### src/design/wdtrs_defines.svh
`ifndef WDTRS_DEFINES_SVH
`define WDTRS_DEFINES_SVH

// Key pattern that turns the watchdog off
`define WDTRS_KEY_OFF 4'ha
`define WDTRS_KEY_RECOMMENDED 4'h5
`define WDTRS_KEY_RESET 4'ha
`define WDTRS_SEL_RESET 3'h7
`define WDTRS_SEL_WIDTH 3
`define WDTRS_PERIOD_BASE_LOG2 8
`define WDTRS_CNT_WIDTH 16
`define WDTRS_PORT_RESET 8'hff
`define WDTRS_RST_DELAY_MS 50
`define WDTRS_CLK_MHZ 100
// 50 ms at 100 MHz, longest-form count kept as cycles
`define WDTRS_RST_DELAY_CYC (`WDTRS_RST_DELAY_MS * 1000 * `WDTRS_CLK_MHZ)
`define WDTRS_SRC_CRYSTAL 2'h0
`define WDTRS_SRC_SYSDIV4 2'h1
`define WDTRS_SRC_SLOW_RC 2'h2

`endif

### src/design/wdtrs_pkg.sv
package wdtrs_pkg;
	typedef enum logic [1:0] {
		WDTRS_CLR_NONE,
		WDTRS_CLR_FIRST,
		WDTRS_CLR_SECOND
	} wdtrs_half_t;
	typedef enum logic [1:0] {
		WDTRS_RESET_HOLD,
		WDTRS_DELAY,
		WDTRS_RUN
	} wdtrs_state_t;
endpackage : wdtrs_pkg

### src/design/wdtrs_watchdog.sv
`timescale 1ns/1ps
`default_nettype none
`include "wdtrs_defines.svh"

// Operation
// RULE1 - Build option forces watchdog on; otherwise the key field decides.
// RULE2 - Option off and key 1010B means watchdog off; key powers up 1010B.
// RULE3 - Any other key value enables; software should prefer 0101B.
// RULE4 - With watchdog disabled, watchdog instructions do nothing.
// RULE5 - Build option picks watchdog clock: crystal, system/4 or slow RC.
// RULE6 - Divided system clock source stops counting during sleep.
// RULE7 - Time-out is 2^(8+select) watchdog clock ticks.
// RULE8 - Select register bits 7..3 read zero; bits 2..0 read/write.
// RULE9 - Time-out while running resets device and sets time-out flag.
// RULE10 - Sleep time-out wakes, sets flag, clears only PC and stack.
// RULE11 - Count cleared by reset pin low, accepted clear, and halt.
// RULE12 - Build option picks single or paired clear instruction scheme.
// RULE13 - Single scheme: each clear instruction clears the count at once.
// RULE14 - Paired scheme: alternating halves clear; repeated half is ignored.
// RULE15 - Power-on reset sets program counter to zero.
// RULE16 - Power-on reset sets port data and direction registers all ones.
// RULE17 - After reset pin release, wait an extra 50 ms before running.
// RULE18 - Reset pin low while running restarts execution from address zero.
// RULE19 - Pin reset leaves some registers unchanged, unlike power-on reset.
// RULE20 - Low-voltage reset acts like the pin reset.
// RULE21 - Flags: POR 0,0; pin/low-voltage kept; time-out 1,kept; sleep 1,1.
// RULE22 - Halt sets power-down flag and clears time-out flag.
// RULE23 - Counter counts ticks, overflows at selected period, restarts at zero.
// RULE24 - Paired tracker remembers last half; cleared with count and reset.
module wdtrs_watchdog #(
	parameter bit CFG_WDT_ALWAYS_ON = 1'b0, // Build option: force watchdog on
	parameter logic [1:0] CFG_CLK_SRC = `WDTRS_SRC_SLOW_RC, // Build option source
	parameter bit CFG_PAIRED_CLEAR = 1'b0, // Build option: two-half clear
	parameter int RST_DELAY_CYC = `WDTRS_RST_DELAY_CYC // Reset delay cycles
) (
	input wire logic clk, // 100 MHz system clock
	input wire logic rst, // Power-on reset, synchronous high
	input wire logic external_reset_pin_n, // Reset pin, active low, async
	input wire logic low_voltage_reset, // Low-voltage detect, async
	input wire logic low_speed_crystal_clock, // Crystal clock level, async
	input wire logic slow_internal_rc_clock, // Internal RC clock level, async
	input wire logic sleeping, // Core is in sleep mode
	input wire logic halt_exec, // Halt instruction executed, pulse
	input wire logic single_clear_instruction, // Single clear, pulse
	input wire logic clear_first_half, // First half clear, pulse
	input wire logic clear_second_half, // Second half clear, pulse
	input wire logic sel_wr, // Write select register, pulse
	input wire logic [7:0] sel_wdata, // Select register write data
	input wire logic key_wr, // Write enable key field, pulse
	input wire logic [3:0] key_wdata, // Enable key write data
	output logic [7:0] timeout_select_register, // Select register read
	output logic [3:0] watchdog_enable_key, // Enable key field read
	output logic timeout_flag, // Time-out status flag
	output logic power_down_flag, // Power-down status flag
	output logic wdt_running, // Watchdog function is on
	output logic core_reset, // Full core reset level
	output logic pc_sp_clear, // Clear PC and stack pointer, pulse
	output logic wake_up, // Sleep wake request, pulse
	output logic por_ports_set, // Power-on port preset, level
	output logic [7:0] port_init_value // Value loaded into ports at POR
);
	logic [1:0] pin_sync_reg;
	logic [1:0] lowv_sync_reg;
	logic [2:0] xtal_sync_reg;
	logic [2:0] src_rc_sync_reg;
	logic [1:0] div4_reg;
	logic [`WDTRS_SEL_WIDTH-1:0] sel_reg;
	logic [3:0] key_reg;
	logic [`WDTRS_CNT_WIDTH-1:0] cnt_reg;
	logic to_reg;
	logic pdown_reg;
	logic [31:0] delay_reg;
	logic por_reg;
	logic pcsp_reg;
	logic wake_reg;
	wdtrs_pkg::wdtrs_half_t half_reg;
	wdtrs_pkg::wdtrs_state_t state_reg;
	logic pin_low;
	logic enabled;
	logic tick;
	logic sw_clear;
	logic cnt_clear;
	logic overflow;
	logic [`WDTRS_CNT_WIDTH-1:0] cnt_next;

	// Highest count value for a select code
	function automatic logic [`WDTRS_CNT_WIDTH-1:0] period_last(
		input logic [`WDTRS_SEL_WIDTH-1:0] sel
	);
		logic [`WDTRS_CNT_WIDTH:0] p;
		p = '0;
		p[`WDTRS_PERIOD_BASE_LOG2 + sel] = 1'b1;
		period_last = `WDTRS_CNT_WIDTH'(p - 1'b1);
	endfunction : period_last

	// Pins pass two flops before any use
	always_ff @(posedge clk) begin
		pin_sync_reg <= {pin_sync_reg[0], ~external_reset_pin_n};
		lowv_sync_reg <= {lowv_sync_reg[0], low_voltage_reset};
	end

	// Third stage feeds the edge detector only
	always_ff @(posedge clk) begin
		xtal_sync_reg <= {xtal_sync_reg[1:0], low_speed_crystal_clock};
		src_rc_sync_reg <= {src_rc_sync_reg[1:0], slow_internal_rc_clock};
	end

	// Pin and low-voltage resets share one path
	assign pin_low = pin_sync_reg[1] | lowv_sync_reg[1]; // RULE20

	// Instruction clock stops in sleep, so the divider freezes too
	always_ff @(posedge clk) begin
		if (rst) begin
			div4_reg <= 2'h0;
		end else if (!sleeping) begin // RULE6
			div4_reg <= div4_reg + 2'h1;
		end
	end

	always_comb begin
		unique case (CFG_CLK_SRC) // RULE5
			`WDTRS_SRC_CRYSTAL: tick = xtal_sync_reg[1] & ~xtal_sync_reg[2];
			`WDTRS_SRC_SYSDIV4: tick = (div4_reg == 2'h3) & ~sleeping; // RULE6
			default: tick = src_rc_sync_reg[1] & ~src_rc_sync_reg[2];
		endcase
	end

	assign enabled = CFG_WDT_ALWAYS_ON
		|| (key_reg != `WDTRS_KEY_OFF); // RULE1 RULE2 RULE3

	// Clear only when enabled and in the selected scheme
	always_comb begin
		sw_clear = 1'b0;
		if (enabled) begin // RULE4
			if (!CFG_PAIRED_CLEAR) begin // RULE12
				sw_clear = single_clear_instruction; // RULE13
			end else if (clear_first_half) begin
				sw_clear = (half_reg == wdtrs_pkg::WDTRS_CLR_SECOND); // RULE14
			end else if (clear_second_half) begin
				sw_clear = (half_reg == wdtrs_pkg::WDTRS_CLR_FIRST); // RULE14
			end
		end
	end

	// Halt clears the count only as a watchdog instruction
	assign cnt_clear = pin_low || sw_clear || (halt_exec && enabled); // RULE11
	assign overflow = enabled && tick && !cnt_clear
		// At or past the end, so shortening the period cannot skip it
		&& (cnt_reg >= period_last(sel_reg)); // RULE7 RULE23

	always_comb begin
		cnt_next = cnt_reg;
		if (cnt_clear || overflow || !enabled) begin
			cnt_next = '0; // RULE23
		end else if (tick) begin
			cnt_next = cnt_reg + `WDTRS_CNT_WIDTH'(1);
		end
	end

	always_ff @(posedge clk) begin
		if (rst || core_reset) begin
			cnt_reg <= '0;
		end else begin
			cnt_reg <= cnt_next;
		end
	end

	// Tracker remembers the last half that did not complete a clear
	always_ff @(posedge clk) begin
		if (rst || core_reset || cnt_clear) begin
			half_reg <= wdtrs_pkg::WDTRS_CLR_NONE; // RULE24
		end else if (enabled && clear_first_half) begin
			half_reg <= wdtrs_pkg::WDTRS_CLR_FIRST; // RULE24
		end else if (enabled && clear_second_half) begin
			half_reg <= wdtrs_pkg::WDTRS_CLR_SECOND;
		end
	end

	// Select register: POR, pin and running time-out load 111
	always_ff @(posedge clk) begin
		if (rst || core_reset) begin
			sel_reg <= `WDTRS_SEL_RESET;
		end else if (sel_wr) begin
			sel_reg <= sel_wdata[`WDTRS_SEL_WIDTH-1:0]; // RULE8
		end
	end

	always_ff @(posedge clk) begin
		if (rst) begin
			key_reg <= `WDTRS_KEY_RESET; // RULE2
		end else if (key_wr) begin
			key_reg <= key_wdata;
		end
	end

	// Reset sequencer: hold, then delay, then run
	always_ff @(posedge clk) begin
		if (rst) begin
			state_reg <= wdtrs_pkg::WDTRS_DELAY;
			delay_reg <= '0;
		end else if (pin_low) begin
			state_reg <= wdtrs_pkg::WDTRS_RESET_HOLD; // RULE18
			delay_reg <= '0;
		end else if (overflow && !sleeping) begin
			state_reg <= wdtrs_pkg::WDTRS_DELAY; // RULE9
			delay_reg <= '0;
		end else begin
			unique case (state_reg)
				wdtrs_pkg::WDTRS_RESET_HOLD: state_reg <= wdtrs_pkg::WDTRS_DELAY;
				wdtrs_pkg::WDTRS_DELAY: begin
					if (delay_reg >= 32'(RST_DELAY_CYC - 1)) begin // RULE17
						state_reg <= wdtrs_pkg::WDTRS_RUN;
					end
					delay_reg <= delay_reg + 32'h1;
				end
				wdtrs_pkg::WDTRS_RUN: state_reg <= wdtrs_pkg::WDTRS_RUN;
				// Unused code falls back into the reset delay
				default: state_reg <= wdtrs_pkg::WDTRS_DELAY;
			endcase
		end
	end

	// Time-out flag; a halt masks a same-cycle time-out, so the halt clear wins
	always_ff @(posedge clk) begin
		if (rst) begin
			to_reg <= 1'b0; // RULE21
		end else if (pin_low) begin
			to_reg <= to_reg; // RULE21 RULE19
		end else if (overflow) begin
			to_reg <= 1'b1; // RULE9 RULE10 RULE21
		end else if (halt_exec || sw_clear) begin
			to_reg <= 1'b0; // RULE22
		end
	end

	// Power-down flag; a time-out in sleep leaves it set
	always_ff @(posedge clk) begin
		if (rst) begin
			pdown_reg <= 1'b0; // RULE21
		end else if (pin_low || overflow) begin
			pdown_reg <= pdown_reg; // RULE21
		end else if (halt_exec) begin
			pdown_reg <= 1'b1; // RULE22
		end else if (sw_clear) begin
			pdown_reg <= 1'b0;
		end
	end

	// Sleep time-out: wake and clear only PC and stack
	always_ff @(posedge clk) begin
		if (rst) begin
			pcsp_reg <= 1'b0;
			wake_reg <= 1'b0;
		end else begin
			pcsp_reg <= overflow && sleeping && !pin_low; // RULE10
			wake_reg <= overflow && sleeping && !pin_low;
		end
	end

	// Ports preset only by power-on, not by pin reset
	always_ff @(posedge clk) begin
		if (rst) begin
			por_reg <= 1'b1; // RULE15 RULE16
		end else begin
			por_reg <= 1'b0; // RULE19
		end
	end

	assign core_reset = (state_reg != wdtrs_pkg::WDTRS_RUN); // RULE15 RULE18
	assign timeout_select_register = {5'h00, sel_reg}; // RULE8
	assign watchdog_enable_key = key_reg;
	assign timeout_flag = to_reg;
	assign power_down_flag = pdown_reg;
	assign wdt_running = enabled;
	assign pc_sp_clear = pcsp_reg;
	assign wake_up = wake_reg;
	assign por_ports_set = por_reg;
	assign port_init_value = `WDTRS_PORT_RESET; // RULE16
endmodule : wdtrs_watchdog

`default_nettype wire

### config.mk
export PLATFORM = sky130hd
export DESIGN_NAME = wdtrs_watchdog
export DESIGN_NICKNAME = d
export VERILOG_FILES = /design/src/design/wdtrs_pkg.sv /design/src/design/wdtrs_watchdog.sv
export VERILOG_INCLUDE_DIRS = /design/src /design/src/design
export SDC_FILE = /design/constraint.sdc
export NUM_CORES = 1
export LEC_CHECK = 0
export BUFFER_PORTS_ARGS = -buffer_cell sky130_fd_sc_hd__buf_4
export CAP_MARGIN = 5
export CORE_UTILIZATION = 51
export DETAILED_ROUTE_END_ITERATION = 10
export GPL_TIMING_DRIVEN = 0
export PLACE_DENSITY = 0.81
export RECOVER_POWER = 50
export SYNTH_ARGS = -nofsm -noshare
export SYNTH_HDL_FRONTEND = slang
export SYNTH_SLANG_ARGS = --single-unit
### constraint.sdc
create_clock -name clk -period 2 [get_ports clk]
set_input_delay 0.5 -clock clk [delete_from_list [all_inputs] [get_ports clk]]
set_output_delay 0.5 -clock clk [all_outputs]
set_load 0.005 [all_outputs]
* Word level (Yosys, flattened, before mapping) *
Index checks and enable logic that the tools add are counted.

word-level totals
  bits of input ports = 25
  bits in registers = 68
  logic and storage cells = 70
  output and inout port bits = 27

cells by class
  equal/unequal tests = 6
  reductions and logical operators = 25
  add/subtract/negate cells = 4
  multiplexer cells = 12
  bitwise logic cells = 6
  $lt $le $gt $ge = 4

operators by type and width
  operator               count
  $add 32x1->32 const B  1
  $ge 32x23->1 const B   1
  $add 16x1->16 const B  1
  $ge 16x16->1           1
  $sub 16x1->16 const B  1
  $mux 1                 9
  $logic_and 1x1->1      8
  $ne 4x4->1 const B     2
  $logic_or 1x1->1       7
  $lt 5x6->1 const B     1
  $add 4x3->5 const A    1
  $demux 1 s5            1
  $ge 5x1->1 const B     1
  $logic_not 1->1        4
  $ne 2x2->1 const B     2
  $not 1->1              4
  $pmux 2 s2             1
  $reduce_and 2->1       2
  $reduce_bool 2->1      2
  $reduce_or 3->1        1
  $eq 2x1->1 const B     1
  $eq 2x2->1 const B     1
  $mux 2                 1
  $reduce_or 2->1        1
  2 further kinds        2

* Logic depth before layout (Yosys ltp) *
Gate-level depths: netlist of run 1.

  depth after elaboration = 11
  gate-level depth with buffers = 9
  gate-level depth less buffers = 8

* Least setup slack after synthesis of run 1 *
Ideal clock, no wire load.

  kind = register to register
  start point = register sel_reg[2]
  end point = register delay_reg[10]
  path slack = -0.099 ns
  stages on the path, launching flop included = 10
  data arrival time = 1.981 ns
  path buffers = 1
  library setup time = 0.118 ns
  required time = 1.882 ns
  period minus slack after synthesis = 2.099 ns
  cell sequence = dfxtp_1 inv_1 ha_1 nand2_1 nor4_1 o21ai_0 a21o_1 o211ai_1 buf_2 nor2_1

on the way
  word-level cells in the longest chain between the ends = 10
  elaborated cells between the ends (all ways) = 11
  classes of those cells = 2 x add/sub; 3 x order compare; 2 x mux; 4 x reduce/logical

RTL lines
  element                                   line                   source
  from (decl)                               wdtrs_watchdog.sv:67   logic [`WDTRS_SEL_WIDTH-1:0] sel_reg;
  from (signal assigned)                    wdtrs_watchdog.sv:182  sel_reg <= `WDTRS_SEL_RESET;
  from (signal assigned)                    wdtrs_watchdog.sv:184  sel_reg <= sel_wdata[`WDTRS_SEL_WIDTH-1:0];
  $add 4x3->5 (no line) *                   --
  $lt 5x6->1 or $ge 5x1->1 (tied branches)  wdtrs_watchdog.sv:92   p[`WDTRS_PERIOD_BASE_LOG2 + sel] = 1'b1;
  $logic_and 1x1->1                         wdtrs_watchdog.sv:92
  $mux 1                                    wdtrs_watchdog.sv:92
  $demux 1 s5 *                             wdtrs_watchdog.sv:92
  $sub 16x1->16 *                           wdtrs_watchdog.sv:93   period_last = `WDTRS_CNT_WIDTH'(p - 1'b1);
  $ge 16x16->1 *                            wdtrs_watchdog.sv:149  && (cnt_reg >= period_last(sel_reg));
  $logic_and 1x1->1 *                       wdtrs_watchdog.sv:149
  $logic_and 1x1->1 *                       wdtrs_watchdog.sv:204  end else if (overflow && !sleeping) begin
  $reduce_or 3->1 (no line) *               --
  to (signal assigned)                      wdtrs_watchdog.sv:214  delay_reg <= delay_reg + 32'h1;
  to (decl)                                 wdtrs_watchdog.sv:72   logic [31:0] delay_reg;

Every way passes the cells marked *; elsewhere a longest branch is shown, timed or not.
A chain may end at the register's enable or synchronous reset.

* Final worst setup path of run 1 *
  start point = register sel_reg[1]
  end point = register delay_reg[30]

Same word-level chain as after synthesis.

==> results of run 1 <==
==> cells by family after synthesis <==
family                   Yosys count
AND/OR/NAND/NOR                  176
flip-flops                        68
XOR/XNOR                          46
buffers and inverters             30
AO/OA/AOI/OAI                     22
adder cells (fa/ha/maj)           12
multiplexers                      11
other                              2
==> power groups by stage <==
stage          logic (W)  registers (W)  clock network (W)
6_report        0.000151        0.00138            0.00137
5_1_grt         0.000168        0.00138            0.00144
4_1_cts         0.000147        0.00138            0.00138
3_5_place_dp    0.000142        0.00141                  0
3_3_place_gp    0.000138        0.00141                  0
2_1_floorplan  0.0000842        0.00141                  0
==> worst min-delay path by stage <==
stage                                  end
after floorplan           lowv_sync_reg[1]
after global placement    lowv_sync_reg[1]
after detailed placement   pin_sync_reg[1]
after CTS                 lowv_sync_reg[0]
after global routing      lowv_sync_reg[0]
final                     lowv_sync_reg[0]
==> worst max-delay path: stages, from the launching register on <==
cell and delay, ns:
dfxtp_4 0.40, nor2_2 0.06, ha_4 0.27, nand3_2 0.07, nor4_2 0.27, o21ai_1 0.13, a21o_1 0.19, o211ai_1 0.18
buf_4 0.21, buf_6 0.15, nor2_1 0.05
==> cell type report <==
type,count,area share
Multi-Input combinational cell,281,0.4548
Sequential cell,68,0.3417
Timing Repair Buffer,37,0.07009
Buffer,23,0.04361
Clock buffer,10,0.03178
Clock inverter,6,0.02804
Tap cell,75,0.02336
Inverter,7,0.006542
==> repair_timing <==
item / in CTS / in global routing
buffers inserted: 4 / 2
resized for setup: 9 / 20
pin swaps: 1 / 1
gates cloned: 0 / 2
endpoints found under the setup margin: 43 / 44
==> through the flow <==
step / setup WS, ns / hold slack, ns
final: -0.1042 / 0.2779
after global routing: -0.2256 / 0.2539
after CTS: -0.05745 / 0.2409
after detailed placement: -0.4387 / 0.3132
after global placement: -0.3492 / 0.3104
after floorplan: -0.01966 / 0.3096
==> Yosys cell counts (5+ instances only) <==
cell       n
dfxtp_1   68
nor2_1    68
nand2_1   30
nand3_1   23
xnor2_1   23
xor2_1    23
and3_1    14
buf_4     14
ha_1      12
nand4_1   10
mux2i_1    9
a21oi_1    8
inv_1      7
and4_1     6
clkbuf_1   5
==> metal layers <==
metal / GRT usage / share of wire / up-vias
li1: - / - / 1350
met1: 0.2412 / 0.45 / 1209
met2: 0.3433 / 0.49 / 59
met3: 0.05778 / 0.043 / 12
met4: 0.08596 / 0.019 / 0
met5: 0 / 0 / -
==> key figures, run 1 <==
Clock network
  • CTS tree: yes
  • Total CTS buffers: 9
  • H-tree depth: 3
  • Clk root buf: clkbuf_8
  • Worst-path clk slew: ~0.08 ns
  • Clk sinks: 68
  • Max Root-Sink Buffers: 2
  • Hold Buf Count CTS: 0
  • Skew-Pair Late Insertion Delay: ~0.35 ns

Run status
  • Outcome: complete, but fails checks
  • Failing checks: setup timing

Logic synthesis
  • Post-synth ARST share: 0
  • Register area share after synthesis: 0.4209
  • Share of the synthesized area in the top cell type: 0.4209
  • Post-synthesis cell count: roughly 370
  • Synth Area in Simple Gates: 0.2754
  • Complex-gate fraction of the synthesized area: 0.04294
  • EDFF count, synth: 0
  • Ys Warns: 0
  • Mux share of post-synthesis cell area: 0.03482
  • Top cells by area, synth: dfxtp_1 42%, nor2_1 7.9%, xnor2_1 6.2%
  • Post-synthesis area per instance: 8.813 um^2
  • Synth Area in Adders: 0.04642
  • Ys flop type: dfxtp_1
  • Flops & latches, synth: 68
  • Largest family of logic cells by synthesized area: simple AND/OR/NAND/NOR gates
  • Mapped Area: 0.003234 mm^2
  • Post-synth top area cell: dfxtp_1
  • Post-Synth XOR/XNOR Area: 0.1246
  • Number of different library cells in the post-synthesis netlist: 39

Run
  • Max Cap Viol: 0

Routing
  • Via count: 2630
  • Routed Antenna Nets: 0
  • WL final: 6484 um
  • Drt drc: 0
  • First DRT Iteration DRCs: 114
  • First-pass DRT Iterations: 4
  • DR vias/cell: 5.187
  • Per-cell routed wire length: between 10 and 15 um

Final layout
  • Most common cell after layout, fill and taps aside: dfxtp_1
  • Layout area overhead: 24.18%
  • Final core occ: 0.6665
  • Design area: 0.004016 mm^2
  • Final std cells w/o fill: around 500
  • Layout cells sized above 1: 0.2176
  • Area of the multi-input gates: 0.001827 mm^2
  • Diodes inserted: 0
  • Fillers: 495
  • Max FFs per register: 32
  • Most frequent cells in the layout: 65 x dfxtp_1, 64 x nor2_1, 38 x buf_4, 30 x nand2_1
  • Final #Nets: 464
  • Storage cell area: 0.001373 mm^2

GRT
  • Number of global-route vias before repair: 2317
  • First-pass GRT wire length: 10170 um
  • Initial antenna violation count: 0
  • Grt ovf: 0
  • Largest net degree at the start of global routing: 13
  • Total global-route track usage: 0.2035

Worst setup path
  • CP Launch Point: sel_reg[1]
  • Worst Setup EP: delay_reg[30]
  • Worst EP required: 2.23 ns
  • Arrival time at the worst endpoint: 2.34 ns
  • Crit Path Class: flip-flop to flip-flop
  • Reg2reg start: sel_reg[1]
  • R2r endpoint: delay_reg[30]
  • Worst-path fanout max: 10
  • Startpoint types: flip-flop
  • Reg2reg path depth: 10
  • Critical Path Sink Type: flip-flop
  • R2R setup slack: -0.10 ns

Die
  • Die area: around 0.0067 mm^2
  • Row Count: 28
  • Die outline height: 81.64 um
  • Core Area: roughly 0.0060 mm^2
  • Top Ports: 52
  • Die Width: 81.64 um
  • Starting density of the core: 0.5368

Placement
  • PortBufs: 29
  • Routability cong.: 0.8161
  • Placed Instance Area: 0.003607 mm^2
  • HPWL Detailed: about 4500 um
  • Post-Place Cells: 483

Min path
  • Worst min-delay path class: primary input to flip-flop
  • Worst hold path stage count: 1
  • HP Start: low_voltage_reset

Pwr
  • Sw Ratio: 0.2138
  • Sequential Power Share: 0.475
  • P_sw: 0.0006202 W
  • P_int: 0.002281 W
  • Pleak: 1.591 nW
  • Overall Power: between 0.002 and 0.003 W
  • Combinational share of power: 0.052
  • Peak supply drop: 0.6814 mV
  • Pwr/cell area: a little over 700 mW/mm^2
  • Clk network pwr share: 0.473

STA
  • Final worst slack: -0.1042 ns
  • Fin crit period: 2.104 ns
  • Final setup viols: 34
  • Final Hold Fails: 0
  • RSZ-0062 raised after global routing: true
  • Worst slew margin: 0.5144
  • Fmax: 475.2 MHz
  • Fin crit share: 1.052
  • Setup TNS: -2.858 ns
  • Worst-margin pin slew: 0.7187 ns
  • Final slew viol count: 0
  • Clock skew: 0.009861 ns
No activity file was read; power rests on OpenSTA's default activity.
==> inputs of run 2 (changes only) <==
--- a/config.mk
+++ b/config.mk
@@ -9,4 +9,6 @@
 export BUFFER_PORTS_ARGS = -buffer_cell sky130_fd_sc_hd__buf_4
 export CAP_MARGIN = 5
+export CORE_ASPECT_RATIO = 1.25
+export CORE_MARGIN = 1.5
 export CORE_UTILIZATION = 51
 export DETAILED_ROUTE_END_ITERATION = 10
==> constraint.sdc (replaced) <==
create_clock -name clk -period 2 [get_ports clk]
set_input_delay 0.5 -clock clk [delete_from_list [all_inputs] [get_ports clk]]
set_output_delay 0.5 -clock clk [all_outputs]
set_load 0.01 [all_outputs]
==> run 2 against run 1 <==
Against the previous run: core utilization decreased by 3.1 points; largest cell class unchanged; maximum frequency about the same; die area increased by 2.5%; the run still ends with setup timing left; wire length increased by 0.88%; design area decreased by 2.4%; critical path depth unchanged; global-route usage increased by 0.70 points; combinational power increased by 4%; non-clock buffer count decreased by 3; via count increased by 1.0%.
==> key figures, run 2 (same netlist as run 1, synthesis figures left out) <==
Run
  • Max Cap Viol: 0

Worst setup path
  • Worst EP required: 2.24 ns
  • Startpoint types: flip-flop
  • Arrival time at the worst endpoint: 2.34 ns
  • R2R setup slack: -0.10 ns
  • Worst-path fanout max: 10
  • Critical Path Sink Type: flip-flop
  • Crit Path Class: flip-flop to flip-flop

STA
  • Fmax: 475.3 MHz
  • Fin crit share: 1.052
  • Final worst slack: -0.1039 ns
  • Fin crit period: 2.104 ns
  • Worst-margin pin slew: 0.4891 ns
  • Final Hold Fails: 0
  • RSZ-0062 raised after global routing: true
  • WHS: 0.2721 ns
  • Clock skew: around 0.011 ns
  • Final slew viol count: 0
  • Worst slew margin: 0.6709
  • Final setup viols: 43

GRT
  • Grt ovf: 0
  • Largest net degree at the start of global routing: 14
  • First-pass GRT wire length: 11240 um
  • Total global-route track usage: 0.2105
  • Number of global-route vias before repair: 2606
  • Initial antenna violation count: 0

Pwr
  • Pleak: 1.539 nW
  • P_int: 0.002030 W
  • Sequential Power Share: 0.515
  • Sw Ratio: 0.2411
  • Combinational share of power: 0.059
  • Peak supply drop: 0.5676 mV
  • Clk network pwr share: 0.426
  • P_sw: 0.0006448 W
  • Pwr/cell area: 682.1 mW/mm^2

Placement
  • Pre-CTS WS: -0.3949 ns
  • Post-Place Cells: 493
  • Routability cong.: 0.8158
  • PortBufs: 29
  • HPWL Detailed: 4573 um

Die
  • Core Area: 0.006166 mm^2
  • Die outline height: 92.04 um
  • Row Count: 32
  • Die area: 0.006832 mm^2
  • Top Ports: between 50 and 60
  • Die Width: 74.23 um
  • Starting density of the core: 0.5246

Final layout
  • Final #Nets: 461
  • Layout area overhead: 21.24%
  • Max FFs per register: 32
  • Final std cells w/o fill: 514
  • Most frequent cells in the layout: 67 x nor2_1, 65 x dfxtp_1, 40 x buf_4, 29 x nand2_1
  • Most common cell after layout, fill and taps aside: nor2_1
  • Layout cells sized above 1: 0.1958
  • Diodes inserted: 0
  • Fillers: 538

Routing
  • First-pass DRT Iterations: 4
  • WL final: 6541 um
  • Routed Antenna Nets: 0
  • Drt drc: 0
  • Per-cell routed wire length: 12.73 um
  • DR vias/cell: a little over 5
  • Via count: around 2.7k
  • First DRT Iteration DRCs: 86

Clock network
  • Skew-Pair Late Insertion Delay: 0.35 ns
  • Worst-path clk slew: roughly 0.08 ns
  • Max Root-Sink Buffers: 2
  • CTS tree: yes
  • Total CTS buffers: 9
  • Hold Buf Count CTS: 0
  • Clk sinks: 68
  • Clk root buf: clkbuf_8
  • H-tree depth: 3

Run status
  • Failing checks: setup timing
  • Outcome: complete, but fails checks

Min path
  • Worst min-delay path class: primary input to flip-flop
[run 2: power by group through the flow]
stage                     clock, W  combinational [W]  sequential [W]
after global routing       0.00122           0.000174         0.00138
after CTS                  0.00116           0.000157         0.00138
after floorplan                  0          0.0000908         0.00141
after detailed placement         0           0.000151         0.00141
after global placement           0           0.000148         0.00141
final                      0.00114           0.000157         0.00138
[run 2: what timing repair did]
action                                  4_1_cts  5_1_grt
gates resized for setup                       9        8
gates cloned                                  0        0
setup buffers                                 3        2
pin swaps                                     1        1
endpoints found under the setup margin       43       44
[run 2: through the flow]
stage	utilization	instance area [um^2]	setup TNS [ns]	power [W]
finish	0.6360	3921	-3.332	0.002675
global route	0.6360	3921	-8.062	0.002772
CTS	0.6317	3895	-1.471	0.002691
detailed placement	0.5901	3638	-13.85	0.001559
global placement	0.5901	3638	-12.02	0.001556
floorplan	-	3314	-0.01684	0.001501
[run 2: final timing paths]
check                                            start                  to  cells past startpoint
worst max-delay path                        sel_reg[1]        delay_reg[9]                     10
worst min-delay path            slow_internal_rc_clock  src_rc_sync_reg[0]                      1
worst max register to register              sel_reg[1]        delay_reg[9]                     10
worst min register to register         pin_sync_reg[0]     pin_sync_reg[1]                      0
[run 2: final cells by class]
class | instances | area (um^2) | share of cell area
Buffer | 23 | 178.9 | 0.04563
Clock buffer | 9 | 123.9 | 0.03159
Clock inverter | 7 | 75.07 | 0.01914
Inverter | 7 | 26.28 | 0.006701
Multi-Input combinational cell | 281 | 1802 | 0.4595
Sequential cell | 68 | 1373 | 0.3500
Tap cell | 85 | 106.4 | 0.02712
Timing Repair Buffer | 34 | 236.5 | 0.06031
[run 2: layer usage]
layer,share of wire,GRT usage
met1,0.42,0.2335
met2,0.52,0.3743
met3,0.031,0.03297
met4,0.028,0.1091
met5,0,0
[run 2: worst max-delay path, cell delays in order, from the launching register on]
cell,delay (ns)
dfxtp_4,0.40
a21oi_2,0.06
ha_1,0.28
nand2_2,0.08
nor4_4,0.29
o21ai_2,0.10
a21o_1,0.20
o211ai_1,0.20
buf_4,0.19
buf_8,0.14
nor2_1,0.05
